### config.mk
export PLATFORM = sky130hd
export DESIGN_NAME = rmu_top
export DESIGN_NICKNAME = d
export VERILOG_FILES = /design/src/rmu_pkg.sv /design/src/rmu_top.sv
export SDC_FILE = /design/constraint.sdc
export NUM_CORES = 1
export LEC_CHECK = 0
export CORE_ASPECT_RATIO = 0.5
export CORE_MARGIN = 2
export CORE_UTILIZATION = 35
export CTS_CLUSTER_DIAMETER = 40
export DETAILED_ROUTE_END_ITERATION = 10
export DONT_BUFFER_PORTS = 1
export GPL_TIMING_DRIVEN = 0
export SETUP_SLACK_MARGIN = 0.1
export SLEW_MARGIN = 20
export SYNTH_ARGS = -nofsm -noshare
export SYNTH_HDL_FRONTEND = slang
export SYNTH_SLANG_ARGS = --single-unit
### constraint.sdc
create_clock -name i_mclk -period 1.55 [get_ports i_mclk]
set_input_delay 0.31 -clock i_mclk [delete_from_list [all_inputs] [get_ports i_mclk]]
set_output_delay 0.31 -clock i_mclk [all_outputs]
set_load 0.03 [all_outputs]
### src/rmu_pkg.sv
// package for the repeater management unit
package rmu_pkg;
  localparam int CNT_W = 32;
  localparam int NPORT = 8;
  localparam int NGRP = 4;
  localparam int VAR_9 = 9;
  localparam int VAR_27 = 27;
  localparam int VAR_41 = 41;
  localparam int TEST_CYC = 16;
  localparam int MAX_PORT_CAP = 1024;
  // register offsets
  localparam logic [3:0] A_COLL = 4'h0;
  localparam logic [3:0] A_HEALTH = 4'h1;
  localparam logic [3:0] A_ACTION = 4'h2;
  localparam logic [3:0] A_GMAP = 4'h3;
  localparam logic [3:0] A_PMAP = 4'h4;
  localparam logic [3:0] A_ADMIN = 4'h5;
  localparam logic [3:0] A_CAP = 4'h6;
  localparam logic [3:0] A_NOTE = 4'h7;
  // action register bit positions
  localparam int B_RESET = 0;
  localparam int B_SELFTEST = 1;
  typedef enum logic [2:0] {
    HC_OTHER, HC_OK, HC_REP_FAIL, HC_GRP_FAIL, HC_PORT_FAIL, HC_GEN_FAIL
  } rmu_health_t;
  typedef enum logic [1:0] {ST_RUN, ST_RESET_TEST, ST_ONLINE_TEST} rmu_state_t;
  typedef struct packed {
    logic health;
    logic reset;
    logic group_map;
    logic port_map;
  } rmu_notice_t;
endpackage

### src/rmu_top.sv
// repeater management unit: counter, actions, notices, maps, port gates
//
// The placing of the registers and strobed register access were left to the implementer.
`timescale 1ns/100ps
`default_nettype none
// Behaviour
// - collision count never cleared by management
// - variant 9 counts collision entry except one-port-left
// - variant 27 counts jam entry from activity above one
// - variant 41 counts every jam entry
// - reset action forces start state, runs test
// - reset test keeps counters, settings, access
// - reset notice after power-on and reset action
// - online self-test changes nothing, then health notice
// - health notice on condition change and at end of online self-test
// - notices carry current health condition
// - group map notice only on group change
// - group index unique, within group capacity
// - port capacity 1 to 1024
// - port map bit per port, 1 present
// - port map notice only on port change
// - port index unique, within port capacity
// - disabled port neither sends nor receives
// - admin setting survives reset action; power-on reset enables every port
// - admin gate overrides auto-partition
// - enabling reinitialises partition, jabber, carrier integrity
// - health encodes highest priority failure
// - group map bit per group, 1 present
module rmu_top #(
  parameter int VARIANT = rmu_pkg::VAR_9,
  parameter int NPORT = rmu_pkg::NPORT,
  parameter int NGRP = rmu_pkg::NGRP
) (
  input wire logic i_mclk,
  input wire logic i_reset_n,
  input wire logic [3:0] i_addr,
  input wire logic [31:0] i_wdata,
  input wire logic i_wr,
  input wire logic i_rd,
  input wire logic i_tx_coll_entry,
  input wire logic i_entry_from_one_left,
  input wire logic i_jam_entry,
  input wire logic i_jam_by_activity,
  input wire logic [NGRP-1:0] i_group_present,
  input wire logic [NPORT-1:0] i_port_present,
  input wire logic i_fail_rep,
  input wire logic i_fail_grp,
  input wire logic i_fail_port,
  input wire logic i_fail_gen,
  input wire logic i_health_known,
  input wire logic [NPORT-1:0] i_part_tx_en,
  input wire logic [NPORT-1:0] i_part_rx_en,
  output logic [31:0] o_rdata,
  output logic [NPORT-1:0] o_port_tx_en,
  output logic [NPORT-1:0] o_port_rx_en,
  output logic [NPORT-1:0] o_port_reinit,
  output logic o_core_restart,
  output logic o_test_busy,
  output logic [2:0] o_health_condition,
  output logic [3:0] o_notice,
  output logic [NGRP-1:0] o_group_presence_map,
  output logic [NPORT-1:0] o_port_presence_map
);
  typedef struct packed {
    logic [rmu_pkg::CNT_W-1:0] coll;
    rmu_pkg::rmu_state_t st;
    logic [4:0] tcnt;
    logic [2:0] health;
    logic [NGRP-1:0] gmap;
    logic [NPORT-1:0] pmap;
    logic [NPORT-1:0] admin;
    logic [NPORT-1:0] reinit;
    logic [NPORT-1:0] tx_en;
    logic [NPORT-1:0] rx_en;
    logic restart;
    logic busy;
    logic [3:0] notice;
    logic [3:0] sticky;
    logic pwr_pend;
    logic [31:0] rdata;
  } rmu_s_t;

  rmu_s_t s_r;
  rmu_s_t s_nxt;
  logic coll_inc;
  logic [2:0] health_now;
  logic wr_admin;

  // counting event per variant
  always_comb begin
    case (VARIANT)
      rmu_pkg::VAR_9: coll_inc = i_tx_coll_entry && !i_entry_from_one_left;
      rmu_pkg::VAR_41: coll_inc = i_jam_entry;
      default: coll_inc = i_jam_entry && i_jam_by_activity;
    endcase
  end

  // priority encode of health
  always_comb begin
    if (i_fail_rep) begin
      health_now = 3'(rmu_pkg::HC_REP_FAIL);
    end else if (i_fail_grp) begin
      health_now = 3'(rmu_pkg::HC_GRP_FAIL);
    end else if (i_fail_port) begin
      health_now = 3'(rmu_pkg::HC_PORT_FAIL);
    end else if (i_fail_gen) begin
      health_now = 3'(rmu_pkg::HC_GEN_FAIL);
    end else if (i_health_known) begin
      health_now = 3'(rmu_pkg::HC_OK);
    end else begin
      health_now = 3'(rmu_pkg::HC_OTHER);
    end
  end

  assign wr_admin = i_wr && (i_addr == rmu_pkg::A_ADMIN);

  always_comb begin
    s_nxt = s_r;
    s_nxt.notice = 4'h0;
    s_nxt.restart = 1'b0;
    s_nxt.reinit = '0;
    s_nxt.pwr_pend = 1'b0;
    // wraps, no clear path from the bus
    s_nxt.coll = s_r.coll + rmu_pkg::CNT_W'(coll_inc);
    s_nxt.health = health_now;
    s_nxt.gmap = i_group_present;
    s_nxt.pmap = i_port_present;
    if (s_r.pwr_pend) begin
      s_nxt.notice[2] = 1'b1;
    end
    if (s_r.health != health_now && !s_r.pwr_pend) begin
      s_nxt.notice[3] = 1'b1;
    end
    if (s_r.gmap != i_group_present && !s_r.pwr_pend) begin
      s_nxt.notice[1] = 1'b1;
    end
    if (s_r.pmap != i_port_present && !s_r.pwr_pend) begin
      s_nxt.notice[0] = 1'b1;
    end
    case (s_r.st)
      rmu_pkg::ST_RUN: begin
        if (i_wr && i_addr == rmu_pkg::A_ACTION && i_wdata[rmu_pkg::B_RESET]) begin
          s_nxt.st = rmu_pkg::ST_RESET_TEST;
          s_nxt.restart = 1'b1;
          s_nxt.tcnt = 5'(rmu_pkg::TEST_CYC);
        end else if (i_wr && i_addr == rmu_pkg::A_ACTION &&
                     i_wdata[rmu_pkg::B_SELFTEST]) begin
          s_nxt.st = rmu_pkg::ST_ONLINE_TEST;
          s_nxt.tcnt = 5'(rmu_pkg::TEST_CYC);
        end
      end
      rmu_pkg::ST_RESET_TEST: begin
        // core held at start; counters and admin untouched
        s_nxt.restart = 1'b1;
        s_nxt.tcnt = s_r.tcnt - 5'h01;
        if (s_r.tcnt == 5'h01) begin
          s_nxt.st = rmu_pkg::ST_RUN;
          s_nxt.restart = 1'b0;
          s_nxt.notice[2] = 1'b1;
        end
      end
      rmu_pkg::ST_ONLINE_TEST: begin
        s_nxt.tcnt = s_r.tcnt - 5'h01;
        if (s_r.tcnt == 5'h01) begin
          s_nxt.st = rmu_pkg::ST_RUN;
          s_nxt.notice[3] = 1'b1;
        end
      end
      default: s_nxt.st = rmu_pkg::ST_RUN;
    endcase
    // busy flag registered beside the state
    s_nxt.busy = (s_nxt.st != rmu_pkg::ST_RUN);
    if (wr_admin) begin
      s_nxt.admin = i_wdata[NPORT-1:0];
      s_nxt.reinit = i_wdata[NPORT-1:0] & ~s_r.admin;
    end
    // gate after auto-partition, admin wins
    s_nxt.tx_en = s_r.admin & i_part_tx_en & s_r.pmap;
    s_nxt.rx_en = s_r.admin & i_part_rx_en & s_r.pmap;
    s_nxt.sticky = s_r.sticky | s_nxt.notice;
    s_nxt.rdata = 32'h0;
    if (i_rd) begin
      case (i_addr)
        rmu_pkg::A_COLL: s_nxt.rdata = s_r.coll;
        rmu_pkg::A_HEALTH: s_nxt.rdata = {29'h0, s_r.health};
        rmu_pkg::A_ACTION: s_nxt.rdata = {31'h0, s_r.st != rmu_pkg::ST_RUN};
        rmu_pkg::A_GMAP: s_nxt.rdata = 32'(s_r.gmap);
        rmu_pkg::A_PMAP: s_nxt.rdata = 32'(s_r.pmap);
        rmu_pkg::A_ADMIN: s_nxt.rdata = 32'(s_r.admin);
        rmu_pkg::A_CAP: s_nxt.rdata = {16'(NPORT), 16'(NGRP)};
        rmu_pkg::A_NOTE: begin
          s_nxt.rdata = {28'h0, s_r.sticky};
          s_nxt.sticky = s_nxt.notice;
        end
        default: s_nxt.rdata = 32'h0;
      endcase
    end
  end

  always_ff @(posedge i_mclk or negedge i_reset_n) begin
    if (!i_reset_n) begin
      s_r <= '0;
      s_r.pwr_pend <= 1'b1;
      s_r.admin <= '1;
    end else begin
      s_r <= s_nxt;
    end
  end

  assign o_rdata = s_r.rdata;
  assign o_port_tx_en = s_r.tx_en;
  assign o_port_rx_en = s_r.rx_en;
  assign o_port_reinit = s_r.reinit;
  assign o_core_restart = s_r.restart;
  assign o_test_busy = s_r.busy;
  assign o_health_condition = s_r.health;
  assign o_notice = s_r.notice;
  assign o_group_presence_map = s_r.gmap;
  assign o_port_presence_map = s_r.pmap;

  chk_coll_counts: assert property (@(posedge i_mclk) disable iff (!i_reset_n)
    coll_inc |=> s_r.coll == $past(s_r.coll) + 32'h1)
    else $error("collision count missed");
  chk_coll_hold: assert property (@(posedge i_mclk) disable iff (!i_reset_n)
    !coll_inc |=> $stable(s_r.coll)) else $error("collision count moved");
  chk_reset_done: assert property (@(posedge i_mclk) disable iff (!i_reset_n)
    (s_r.st == rmu_pkg::ST_RESET_TEST && s_r.tcnt == 5'h01) |=> o_notice[2])
    else $error("no reset notice");
  chk_test_health: assert property (@(posedge i_mclk) disable iff (!i_reset_n)
    (s_r.st == rmu_pkg::ST_ONLINE_TEST && s_r.tcnt == 5'h01) |=> o_notice[3])
    else $error("no health notice");
  chk_health_cause: assert property (@(posedge i_mclk) disable iff (!i_reset_n)
    o_notice[3] |-> ($past(s_r.st) == rmu_pkg::ST_ONLINE_TEST ||
                     $past(s_r.health) != $past(health_now)))
    else $error("spurious health notice");
  chk_gmap_cause: assert property (@(posedge i_mclk) disable iff (!i_reset_n)
    o_notice[1] |-> $past(s_r.gmap) != $past(i_group_present))
    else $error("spurious group notice");
  chk_pmap_cause: assert property (@(posedge i_mclk) disable iff (!i_reset_n)
    o_notice[0] |-> $past(s_r.pmap) != $past(i_port_present))
    else $error("spurious port notice");
  chk_admin_gate: assert property (@(posedge i_mclk) disable iff (!i_reset_n)
    (o_port_tx_en & ~$past(s_r.admin)) == '0) else $error("disabled port sends");
  chk_restart_len: assert property (@(posedge i_mclk) disable iff (!i_reset_n)
    $rose(o_core_restart) |-> o_core_restart [*8]) else $error("restart too short");
  cov_reset: cover property (@(posedge i_mclk) disable iff (!i_reset_n) o_notice[2]);
  cov_test: cover property (@(posedge i_mclk) disable iff (!i_reset_n) o_notice[3]);
  cov_coll: cover property (@(posedge i_mclk) disable iff (!i_reset_n) coll_inc);
  cov_reinit: cover property (@(posedge i_mclk) disable iff (!i_reset_n) |o_port_reinit);
  cov_gmap: cover property (@(posedge i_mclk) disable iff (!i_reset_n) o_notice[1]);

  // collision counting per variant
  chk_coll_no_clear: assert property (@(posedge i_mclk) disable iff (!i_reset_n)
    (i_wr && i_addr == rmu_pkg::A_COLL && !coll_inc) |=> s_r.coll == $past(s_r.coll))
    else $error("collision count cleared by write");
  chk_coll_wrap: assert property (@(posedge i_mclk) disable iff (!i_reset_n)
    (s_r.coll == '1 && coll_inc) |=> s_r.coll == '0)
    else $error("collision count did not wrap");
  chk_var9_filter: assert property (@(posedge i_mclk) disable iff (!i_reset_n)
    (VARIANT == rmu_pkg::VAR_9 && i_entry_from_one_left) |-> !coll_inc)
    else $error("one-port-left entry counted");
  chk_var27_cause: assert property (@(posedge i_mclk) disable iff (!i_reset_n)
    (VARIANT == rmu_pkg::VAR_27 && !i_jam_by_activity) |-> !coll_inc)
    else $error("jam without activity counted");
  chk_var41_all: assert property (@(posedge i_mclk) disable iff (!i_reset_n)
    (VARIANT == rmu_pkg::VAR_41 && i_jam_entry) |-> coll_inc)
    else $error("jam entry not counted");

  // actions and tests
  chk_reset_starts: assert property (@(posedge i_mclk) disable iff (!i_reset_n)
    (s_r.st == rmu_pkg::ST_RUN && i_wr && i_addr == rmu_pkg::A_ACTION &&
     i_wdata[rmu_pkg::B_RESET]) |=> (o_core_restart && o_test_busy))
    else $error("reset action did not start");
  chk_refuse_action: assert property (@(posedge i_mclk) disable iff (!i_reset_n)
    (s_r.st != rmu_pkg::ST_RUN) |=> s_r.tcnt == $past(s_r.tcnt) - 5'h01)
    else $error("test length disturbed");
  chk_restart_end: assert property (@(posedge i_mclk) disable iff (!i_reset_n)
    $fell(o_core_restart) |-> o_notice[2])
    else $error("restart ended without notice");
  chk_test_keeps_admin: assert property (@(posedge i_mclk) disable iff (!i_reset_n)
    (o_test_busy && !wr_admin) |=> $stable(s_r.admin))
    else $error("test touched admin settings");
  chk_online_no_restart: assert property (@(posedge i_mclk) disable iff (!i_reset_n)
    (s_r.st == rmu_pkg::ST_ONLINE_TEST) |-> !o_core_restart)
    else $error("online test restarted core");
  chk_busy_flag: assert property (@(posedge i_mclk) disable iff (!i_reset_n)
    o_test_busy == (s_r.st != rmu_pkg::ST_RUN))
    else $error("busy flag wrong");

  // notices and health
  chk_pwr_notice: assert property (@(posedge i_mclk) disable iff (!i_reset_n)
    s_r.pwr_pend |=> o_notice[2])
    else $error("no power-on reset notice");
  chk_pwr_quiet: assert property (@(posedge i_mclk) disable iff (!i_reset_n)
    s_r.pwr_pend |=> (o_notice[3] || o_notice[1] || o_notice[0]) == 1'b0)
    else $error("notice raised at power-up");
  chk_notice_kept: assert property (@(posedge i_mclk) disable iff (!i_reset_n)
    (o_notice != 4'h0) |-> ((s_r.sticky & o_notice) == o_notice))
    else $error("notice lost");
  chk_health_carried: assert property (@(posedge i_mclk) disable iff (!i_reset_n)
    (o_notice[3] || o_notice[2]) |-> o_health_condition == $past(health_now))
    else $error("notice carries stale health");
  chk_health_prio: assert property (@(posedge i_mclk) disable iff (!i_reset_n)
    (!s_r.pwr_pend && $past(i_fail_rep)) |-> o_health_condition == 3'(rmu_pkg::HC_REP_FAIL))
    else $error("health priority wrong");

  // presence maps and bus
  chk_gmap_follows: assert property (@(posedge i_mclk) disable iff (!i_reset_n)
    !s_r.pwr_pend |-> o_group_presence_map == $past(i_group_present))
    else $error("group map stale");
  chk_pmap_follows: assert property (@(posedge i_mclk) disable iff (!i_reset_n)
    !s_r.pwr_pend |-> o_port_presence_map == $past(i_port_present))
    else $error("port map stale");
  chk_gmap_moved: assert property (@(posedge i_mclk) disable iff (!i_reset_n)
    o_notice[1] |-> o_group_presence_map != $past(o_group_presence_map))
    else $error("group notice without change");
  chk_pmap_moved: assert property (@(posedge i_mclk) disable iff (!i_reset_n)
    o_notice[0] |-> o_port_presence_map != $past(o_port_presence_map))
    else $error("port notice without change");
  chk_read_idle: assert property (@(posedge i_mclk) disable iff (!i_reset_n)
    (!s_r.pwr_pend && !$past(i_rd)) |-> o_rdata == 32'h0)
    else $error("read data outside read");
  chk_caps_read: assert property (@(posedge i_mclk) disable iff (!i_reset_n)
    (!s_r.pwr_pend && $past(i_rd) && $past(i_addr) == rmu_pkg::A_CAP) |->
    o_rdata == {16'(NPORT), 16'(NGRP)})
    else $error("capacity read wrong");

  // per-port gate and re-enable checks
  for (genvar g = 0; g < NPORT; g++) begin : g_port
    chk_rx_gate: assert property (@(posedge i_mclk) disable iff (!i_reset_n)
      o_port_rx_en[g] |-> $past(s_r.admin[g]))
      else $error("disabled port receives");
    chk_part_wins: assert property (@(posedge i_mclk) disable iff (!i_reset_n)
      o_port_tx_en[g] |-> $past(i_part_tx_en[g]))
      else $error("partitioned port sends");
    chk_reinit_edge: assert property (@(posedge i_mclk) disable iff (!i_reset_n)
      o_port_reinit[g] |-> (s_r.admin[g] && !$past(s_r.admin[g])))
      else $error("reinit without enable");
  end
endmodule
`default_nettype wire

* Word level (Yosys, flattened, before mapping)
Cells that the tools add are included.
Storage, ports and cells: output and inout port bits 77, bits of input ports 77, logic and storage cells 82, register bits 129
Cells by class: add/sub/neg operators 2, reduce and logical (&&, ||, !) cells 17, muxes and demuxes 26, equal/unequal tests 14, bitwise gates (word level) 7
Operators by type and width (number):
- 32-bit case mux with 8 select lines | 1
- 8-bit bitwise AND | 5
- 32-bit by 1-bit adder with 32-bit output | 1
- 32-bit two-way mux | 1
- 4-bit by 3-bit equality test with 1-bit output (second input constant) | 4
- 7-bit two-way mux | 2
- 3-bit two-way mux | 4
- 1-bit two-way mux | 11
- 5-bit case mux with 2 select lines | 1
- 4-bit by 2-bit equality test with 1-bit output (second input constant) | 2
- 1-bit logical AND | 8
- 4-bit two-way mux | 2
- 8-bit two-way mux | 1
- 8-bit inequality test | 1
- 8-bit inverter | 1
- 2-bit nonzero test | 3
- 5-bit by 1-bit equality test with 1-bit output (second input constant) | 1
- 5-bit by 1-bit subtractor with 5-bit output (second input constant) | 1
- 4-bit by 1-bit equality test with 1-bit output (second input constant) | 1
- 4-bit zero test | 1
- 4-bit inequality test | 1
- 4-bit OR | 1
- 2-bit case mux with 2 select lines | 1
- 3-bit inequality test | 1
- other kinds (9) | 10

* Logic depth before layout (Yosys ltp)
Gate-level depths: netlist of the first run.
word-level depth 13, gate-level depth with buffers 7, mapped depth without buffers 7

* Worst setup path before layout of the first run
No wires, ideal clock.
kind input to register, start point in i_tx_coll_entry, end point reg s_r[123] (netlist bit), path buffers 0, stages 7, data required time 1427 ps, setup time 123 ps, path slack -239 ps, arrival 1667 ps, path through nor2b_1 > ha_1 > ha_1 > inv_2 > nor4_4 > nand4_1 > xnor2_1
RTL lines:
- from (decl) | line rmu_top.sv:40 | input wire logic i_tx_coll_entry,
- to (signal assigned) | line rmu_top.sv:206 | s_r <= s_nxt;
- to (decl) | line rmu_top.sv:83 | rmu_s_t s_r;

==> results of run 1 <==
## per-layer routing
metal	wire, µm	GRT usage [%]	up-vias	share of wire [%]
li1	-	-	1849	-
met1	5800	18.6	1969	43
met2	6890	26.0	66	51
met3	659	4.01	11	4.9
met4	149	5.66	0	1.1
met5	0	0	-	0
## sequential cells by signal (all words and copies together), names as in the netlist
signal and cells:
o_port_tx_en 8, o_port_rx_en 8, o_port_reinit 8, o_notice 4, s_r 52, o_core_restart 1
o_test_busy 1, o_group_presence_map 4, o_health_condition 3, o_port_presence_map 8, o_rdata 32
## worst paths after layout
kind	cells past startpoint	from	endpoint	slack, ns
worst max register to register	6	s_r[91]$_DFFE_PN0P_	o_test_busy$_DFF_PN0_	-0.18
max in group asynchronous	0	i_reset_n	s_r[70]$_DFFE_PN1P_	1.61
worst min-delay path	0	i_reset_n	s_r[93]$_DFFE_PN0P_	-0.40
min in group i_mclk	1	i_wdata[6]	s_r[73]$_DFFE_PN1P_	0.04
worst min register to register	1	s_r[128]$_DFF_PN0_	s_r[128]$_DFF_PN0_	0.46
worst max-delay path	6	s_r[91]$_DFFE_PN0P_	o_test_busy$_DFF_PN0_	-0.18
## what timing repair did
action                                 4_1_cts  5_1_grt
buffers inserted                            15       19
endpoints found under the hold margin      142      129
pin swaps                                   23       30
gates resized for setup                     39       38
setup endpoints to repair                   31       32
gates cloned                                 1        0
## cells in the mapped netlist, types with 10 or more instances
master / number
nand4_1: 10
nand3_1: 23
nand2_1: 20
buf_4: 77
xor2_1: 13
inv_1: 12
dfrtp_1: 120
xnor2_1: 30
a21oi_1: 13
and3_1: 45
nor2_1: 14
## critical path: stages, from the launching register on
cell     delay, ns
dfrtp_1       0.39
inv_2         0.09
ha_4          0.12
or4b_4        0.49
a31oi_1       0.22
nor4_2        0.08
or2_1         0.21
## per-stage QoR
step | setup TNS [ns] | hold slack, ns | util [%] | std cells
floorplan | -0.0839 | 0.0144 | - | 519
global placement | -9.39 | 0.0177 | 38.3 | 746
detailed placement | -9.44 | 0.0176 | 38.3 | 746
CTS | -0.407 | -0.421 | 44.8 | 806
global route | -0.680 | -0.418 | 46.6 | 825
finish | -0.266 | -0.396 | 46.6 | 826
## power by group through the flow
stage	clock, mW	combinational, mW	sequential (mW)
final	4.60	1.84	4.10
after floorplan	0	1.10	4.03
after detailed placement	0	1.28	4.14
after global placement	0	1.26	4.13
after global routing	4.81	1.99	4.14
after CTS	4.67	1.53	4.10
## final cells by class
class	count	area [µm²]
Fill cell	1519	8820
Sequential cell	129	3250
Multi-Input combinational cell	284	2330
Buffer	92	668
Clock buffer	19	453
Timing Repair Buffer	48	419
Tap cell	227	284
Clock inverter	13	231
Inverter	13	48.8
Antenna cell	1	2.50
## cell families (layout without fill, tap and decap cells)
group,count (synthesis),in the layout,share of synthesized area [%]
XOR/XNOR,43,43,6.31
AND/OR/NAND/NOR,166,166,17.0
flip-flops,129,129,54.3
multiplexers,20,20,4.01
AO/OA/AOI/OAI,46,46,4.99
adder cells (fa/ha/maj),8,8,1.68
buffers and inverters,106,185,11.6
other,1,2,0.0629
## cells in the final DEF, fill, tap and decap left out, types with 7 or more instances in the layout
cell type      instances
dfrtp_1              109
buf_4                103
and3_1                45
xnor2_1               27
clkbuf_16             17
nand2_1               14
nor2_1                13
xor2_1                13
dlygate4sd3_1         13
dfrtp_2               11
nand3_1               10
buf_6                 10
nand3_2               10
nand4_1               10
a21oi_1               10
dfstp_2                9
inv_1                  8
nor3_1                 8
nor3b_1                8
mux2i_1                7
mux2_1                 7
==> reports/results.ini, run 1 <==
[outcome]
outcome=finished, violations left
failed_checks=hold timing, setup timing

[detailed_routing]
wl_um=13500
drtPass1Iterations=4
drt-initial-drc-count=152
viasPerCell=4.72
vias=3895
final_antenna_net_count=0
wire_per_inst_um=16.3
drc=0

[clock_tree]
cts_sinks=129
htree_levels=4
root_buffer=clkbuf_16
clk_pin_slew_ns=0.06
cts_tree=built
cts_buffers=17
clock_path_buffers=2
ctsHoldBuffers=13
clock_latency_ns=0.40

[worst_setup_path]
worstPathMaxFanout=4
cp-end-kind=flop
cp.arrival_ns=2.02
start_kind=flop
path_class=flop to flop
cp.required_ns=1.84

[synth]
synth-edff-count=0
synthArstFlopShare_pct=100
syn_area_per_cell_um2=11.5
netlist_area_mm2=0.00597
yosysWarnings=0
synth_top_cells_by_area=dfrtp_1, buf_4, and3_1
synth_top_cell_by_area=dfrtp_1
synthCells=519
ys_types=58
syn_nets=604
ys_ff_latch=129
yosysSeqAreaShare_pct=54.3
ys.flop_type=dfrtp_1
synth_top_area_share_pct=50.3

[grt]
grt_pass1_wl_um=20800
grt_max_degree=130
gr-total-overflow=0
antenna_found_initial=0
first_global_vias=3869
grt_use_total_pct=15.1

[power_and_ir_drop]
switching_share_pct=26.3
p_total_mw=10.5
p_comb_share_pct=17.5
leakagePower_nw=3.65
ir_drop_mv=0.644
powerDensity_mw_per_mm2=1370
p_seq_share_pct=38.9
power.switching_mw=2.77
intPower_mw=7.77
clkPwrFrac_pct=43.6

[timing]
fin_worst_skew_ns=0.00842
fin_crit_sh_pct=112
setup_slack_ns=-0.181
hold_ws_ns=-0.396
finalHoldViolations=129
rsz0062_at_grt=yes
fin_crit_ns=1.73
setup_viol=2
max_freq_mhz=578
relSlewSlack_pct=66.6
worstMarginPinSlew_ns=0.501
slew_violations=0

[floorplan]
dieArea_mm2=0.0182
die_width_um=189
start_util_pct=36.1
die_y_um=96.3
core-area_mm2=0.0165
ioPinCount=154
row_count=33

[hold_path]
hold_path.class=input port to async pin

[place]
dp_hpwl_um=8730
dpl_cell_area_mm2=0.00632
place_congestion=0.838
port_buffers=0
dp_slack_ns=-0.280

[cells_and_area]
final_cell_area_mm2=0.00769
fin_nets=670
layout-drive-gt1-share_pct=39.5
area_delta_synth_final_pct=28.9

[job]
maxCapViolCount=0

(Power assumes the default switching activity.)
==> run 2: changes to the inputs <==
CTS_BUF_LIST = sky130_fd_sc_hd__clkbuf_8   (was not set)
==> reports/results.ini, run 2 (synthesis gave the netlist of run 1 again) <==
[floorplan]
start_util_pct=36.1  ; unchanged
core-area_mm2=0.0165  ; unchanged
die_width_um=189  ; unchanged
ioPinCount=154  ; unchanged
row_count=33  ; unchanged
dieArea_mm2=0.0182  ; unchanged
die_y_um=96.3  ; unchanged

[timing]
finalHoldViolations=129  ; unchanged
relSlewSlack_pct=65.5  ; -1.1 points
fin_setup_tns_ns=-0.278  ; -0.0125 ns
worstMarginPinSlew_ns=0.517  ; +0.0164 ns
setup_slack_ns=-0.190  ; -0.00901 ns
hold_ws_ns=-0.417  ; -0.0214 ns
slew_violations=0  ; unchanged
fin_crit_sh_pct=112  ; +0.58 points
rsz0062_at_grt=yes
fin_crit_ns=1.74  ; +0.00901 ns
setup_viol=2  ; unchanged
fin_worst_skew_ns=0.0125  ; +0.00410 ns
max_freq_mhz=575  ; -0.52%

[power_and_ir_drop]
powerDensity_mw_per_mm2=1240  ; -9.3%
p_comb_share_pct=19.3  ; +1.8 points
switching_share_pct=27.9  ; +1.6 points
intPower_mw=6.82  ; -12%
ir_drop_mv=0.503  ; -22%
p_total_mw=9.45  ; -10%
p_seq_share_pct=43.3  ; +4.4 points
power.switching_mw=2.64  ; -4.9%
clkPwrFrac_pct=37.4  ; -6.2 points
leakagePower_nw=3.64  ; -0.20%

[cells_and_area]
fin_nets=681  ; +1.6%
layout-drive-gt1-share_pct=39.1  ; -0.38 points
final_common_cell=dfrtp_1
area_delta_synth_final_pct=27.5
final_cell_mix=dfrtp_1, buf_4, and3_1, xnor2_1, dlygate4sd3_1
regMostFlops=s_r
largest_register_ffs=52  ; unchanged

[worst_setup_path]
cp.required_ns=1.86  ; +0.02 ns
cp-end-kind=flop
start_kind=flop
r2r_end=o_test_busy$_DFF_PN0_
reg2reg_depth=6  ; unchanged
reg2reg_from=s_r[91]$_DFFE_PN0P_
ff2ff_setup_slack_ns=-0.19  ; about the same
path_class=flop to flop
cp.arrival_ns=2.05  ; +0.03 ns
worstPathMaxFanout=4  ; unchanged

[grt]
grt_pass1_wl_um=20800  ; about the same
gr-total-overflow=0  ; unchanged
first_global_vias=3847  ; -0.57%
grt_use_total_pct=15.1  ; about the same
antenna_found_initial=2  ; +2
grt_max_degree=130  ; unchanged

[clock_tree]
htree_levels=4  ; unchanged
clock_path_buffers=2  ; unchanged
clk_pin_slew_ns=0.08  ; +0.02 ns
root_buffer=clkbuf_8
cts_buffers=17  ; unchanged
cts_tree=built
clock_latency_ns=0.42  ; +0.02 ns
cts_sinks=129  ; unchanged

[place]
dp_hpwl_um=8730  ; unchanged
place_congestion=0.838  ; unchanged
port_buffers=0  ; unchanged

[job]
maxCapViolCount=0  ; unchanged

[hold_path]
hold_path.class=input port to async pin

[detailed_routing]
drc=0  ; unchanged
drt-initial-drc-count=221  ; +45%
wire_per_inst_um=16.2  ; -0.86%
final_antenna_net_count=0  ; unchanged
wl_um=13600  ; +0.59%
vias=3938  ; +1.1%
viasPerCell=4.70  ; -0.34%
drtPass1Iterations=4  ; unchanged

[outcome]
outcome=finished, violations left
failed_checks=hold timing, setup timing

==> run 2: per-layer routing <==
metal,vias up,global-route usage [%],part of all wire (%)
met3,13,4.74,4.2
met2,64,25.6,50
met1,1987,18.6,44
met4,0,4.95,1.2
li1,1874,-,-
met5,-,0,0
==> run 2: worst max-delay path by stage <==
stage	slack, ns	end	cells after the start	from
after floorplan	-0.08	o_test_busy$_DFF_PN0_	6	s_r[91]$_DFFE_PN0P_
after CTS	-0.18	o_test_busy$_DFF_PN0_	6	s_r[91]$_DFFE_PN0P_
after global placement	-0.29	s_r[125]$_DFF_PN0_	7	i_tx_coll_entry
after detailed placement	-0.28	s_r[125]$_DFF_PN0_	7	i_tx_coll_entry
after global routing	-0.23	o_test_busy$_DFF_PN0_	6	s_r[91]$_DFFE_PN0P_
final	-0.19	o_test_busy$_DFF_PN0_	6	s_r[91]$_DFFE_PN0P_
==> run 2: worst max-delay path: stages (launching register included) <==
cell and delay (ns):
dfrtp_1 0.40, inv_2 0.09, ha_4 0.12, or4b_4 0.49, a31oi_1 0.23, nor4_2 0.09
or2_1 0.22
==> run 2: area by class of cell <==
type / count / area (µm²)
Fill cell: 1514 / 8910
Sequential cell: 129 / 3250
Multi-Input combinational cell: 284 / 2340
Buffer: 92 / 664
Timing Repair Buffer: 59 / 522
Tap cell: 227 / 284
Clock buffer: 19 / 262
Clock inverter: 13 / 231
Inverter: 13 / 48.8
Antenna cell: 2 / 5.00
==> run 2: stage by stage <==
step / setup slack (ns) / std cells / cell area [µm²] / util [%] / hold WS [ns]
4_1_cts: -0.178 / 811 / 7270 / 44.0 / -0.457
6_report: -0.190 / 838 / 7610 / 46.1 / -0.417
3_3_place_gp: -0.294 / 746 / 6320 / 38.3 / 0.0177
3_5_place_dp: -0.280 / 746 / 6320 / 38.3 / 0.0176
5_1_grt: -0.234 / 836 / 7600 / 46.0 / -0.457
2_1_floorplan: -0.0839 / 519 / 6040 / - / 0.0144
==> run 2: repair_timing <==
| action | CTS | global route |
|---|---|---|
| cloned | 1 | 0 |
| gates resized for setup | 39 | 38 |
| endpoints found under the hold margin | 147 | 132 |
| buffers inserted | 15 | 22 |
| setup endpoints to repair | 31 | 31 |
| pin swaps | 23 | 28 |
| hold buffers | 18 | 3 |
==> run 2: power groups by stage <==
stage	clock (mW)	combinational (mW)	sequential (mW)
after CTS	3.61	1.54	4.09
final	3.54	1.82	4.10
after global placement	0	1.26	4.13
after detailed placement	0	1.28	4.14
after global routing	3.75	1.97	4.14
after floorplan	0	1.10	4.03
==> run 3: changes to the inputs <==
CORE_UTILIZATION = 23   (was 35)
==> reports/results.ini, run 3 (synthesis gave the netlist of run 1 again) <==
[outcome]
outcome=finished, violations left
failed_checks=hold timing, setup timing

[worst_setup_path]
path_class=flop to flop
slowest_delay_ns=0.50  ; about the same
worstPathMaxFanout=4  ; unchanged
critical_path.top_delay_family=simple AND/OR/NAND/NOR gates
ff2ff_setup_slack_ns=-0.18  ; about the same
crit_chain=inv_2 -> ha_4 -> or4b_4 -> a211oi_4 -> nor4_2 -> or2_1
start_kind=flop
cp.required_ns=1.89  ; +0.03 ns
cp.arrival_ns=2.07  ; +0.02 ns
crit_buf_inv=1  ; unchanged
slowest_stage=or4b_4
cp-end-kind=flop

[place]
numPlacedInstances=863  ; +16%
dp_hpwl_um=9790  ; +12%
place_congestion=0.768  ; -8.3%
dpl_cell_area_mm2=0.00647  ; +2.3%
port_buffers=0  ; unchanged

[clock_tree]
clock_path_buffers=2  ; unchanged
cts_buffers=17  ; unchanged
htree_levels=4  ; unchanged
clk_pin_slew_ns=0.09  ; about the same
clock_latency_ns=0.46  ; +0.04 ns
cts_sinks=129  ; unchanged
cts_tree=built
root_buffer=clkbuf_8

[detailed_routing]
final_antenna_net_count=0  ; unchanged
drt-initial-drc-count=225  ; +1.8%
viasPerCell=4.19  ; -11%
drtPass1Iterations=4  ; unchanged
drc=0  ; unchanged
wl_um=14900  ; +9.8%
wire_per_inst_um=15.5  ; -4.4%
vias=4032  ; +2.4%

[cells_and_area]
utilization_pct=30.9  ; -15 points
area_delta_synth_final_pct=31.2
regArea_mm2=0.00326  ; +0.15%
multi_input_area_mm2=0.00238  ; +1.9%
final_common_cell=buf_4
regMostFlops=s_r
final_cell_mix=buf_4, dfrtp_1, and3_1, dlygate4sd3_1, xnor2_1
layout.cells.non_filler=962  ; +15%
nFillCells=2554  ; +69%
layout-drive-gt1-share_pct=39.6  ; +0.56 points
largest_register_ffs=52  ; unchanged
antenna_cells=0  ; -2
final_cell_area_mm2=0.00783  ; +2.9%
fin_nets=690  ; +1.3%

[grt]
antenna_found_initial=0  ; -2
grt_pass1_wl_um=23000  ; +10%
gr-total-overflow=0  ; unchanged
grt_max_degree=130  ; unchanged
grt_use_total_pct=11.0  ; -4.1 points
first_global_vias=4232  ; +10%

[floorplan]
row_count=41  ; +24%
die_width_um=232  ; +23%
ioPinCount=154  ; unchanged
start_util_pct=23.5  ; -13 points
core-area_mm2=0.0253  ; +53%
dieArea_mm2=0.0273  ; +50%
die_y_um=118  ; +22%

[timing]
setup_viol=23  ; +21
setup_slack_ns=-0.178  ; +0.0119 ns
fin_worst_skew_ns=0.0109  ; -0.00159 ns
max_freq_mhz=579  ; +0.69%
relSlewSlack_pct=58.8  ; -6.7 points
rsz0062_at_grt=yes
fin_crit_sh_pct=111  ; -0.77 points
fin_crit_ns=1.73  ; -0.0119 ns
finalHoldViolations=129  ; unchanged
worstMarginPinSlew_ns=0.617  ; +0.0998 ns
hold_ws_ns=-0.459  ; -0.0411 ns
fin_setup_tns_ns=-1.33  ; -1.06 ns
slew_violations=0  ; unchanged

[power_and_ir_drop]
powerDensity_mw_per_mm2=1150  ; -7.8%
leakagePower_nw=3.69  ; +1.2%
ir_drop_mv=0.433  ; -14%

[job]
maxCapViolCount=0  ; unchanged

[hold_path]
hold_path.class=input port to async pin

## run 3: cell types whose count changed in the layout (fill, tap and decap cells not counted), moves of 4 or more
| cell | change |
|---|---|
| dfrtp_1 | -4 |
| dfrtp_2 | +4 |
| dlygate4sd3_1 | +7 |
| inv_6 | +4 |
| nand3_2 | -5 |
| nand3_4 | +4 |
| xnor2_1 | -4 |
| xnor2_2 | +4 |
## run 3: worst paths after layout
kind / start / to / cells past startpoint
min reg2reg: s_r[128]$_DFF_PN0_ / s_r[128]$_DFF_PN0_ / 1
max: s_r[91]$_DFFE_PN0P_ / o_test_busy$_DFF_PN0_ / 6
max reg2reg: s_r[91]$_DFFE_PN0P_ / o_test_busy$_DFF_PN0_ / 6
min: i_reset_n / o_notice[3]$_DFF_PN0_ / 0
min in group i_mclk: i_rd / o_rdata[8]$_DFF_PN0_ / 1
max in group asynchronous: i_reset_n / s_r[72]$_DFFE_PN1P_ / 0
## run 3: worst register-to-register path: stages, from the launching register on
cell,delay (ns)
dfrtp_1,0.39
inv_2,0.08
ha_4,0.12
or4b_4,0.50
a211oi_4,0.24
nor4_2,0.08
or2_1,0.21
## run 3: stage by stage
step	power, mW	setup slack, ns
3_3_place_gp	5.39	-0.264
3_5_place_dp	5.44	-0.277
5_1_grt	9.43	-0.230
2_1_floorplan	5.13	-0.0839
4_1_cts	8.90	-0.144
6_report	8.97	-0.178
## run 3: layout make-up
class	count	area share, %
Buffer	92	8.46
Clock buffer	17	2.99
Clock inverter	15	2.53
Inverter	13	0.623
Multi-Input combinational cell	284	30.4
Sequential cell	129	41.6
Tap cell	344	5.50
Timing Repair Buffer	68	7.85
## run 3: layer usage
layer  vias up  global-route usage, %  part of all wire (%)
li1       1892                      -                     -
met1      2034                   12.7                    42
met2        75                   19.1                    52
met3        31                   2.86                   3.1
met4         0                   4.69                   3.0
met5         -                      0                     0
## run 3: where the power goes
part | total (mW) | leakage [nW] | internal (mW) | switching (mW)
sequential | 4.09 | 1.66 | 3.70 | 0.387
combinational | 1.75 | 1.81 | 0.882 | 0.872
clock | 3.13 | 0.212 | 1.64 | 1.49
## run 3: what timing repair did
action | 4_1_cts | 5_1_grt
endpoints found under the setup margin | 33 | 36
hold endpoints to repair | 162 | 130
gates resized for setup | 45 | 43
pin swaps | 27 | 22
gates cloned | 2 | 0
setup buffers | 29 | 9
hold buffers | 27 | 1
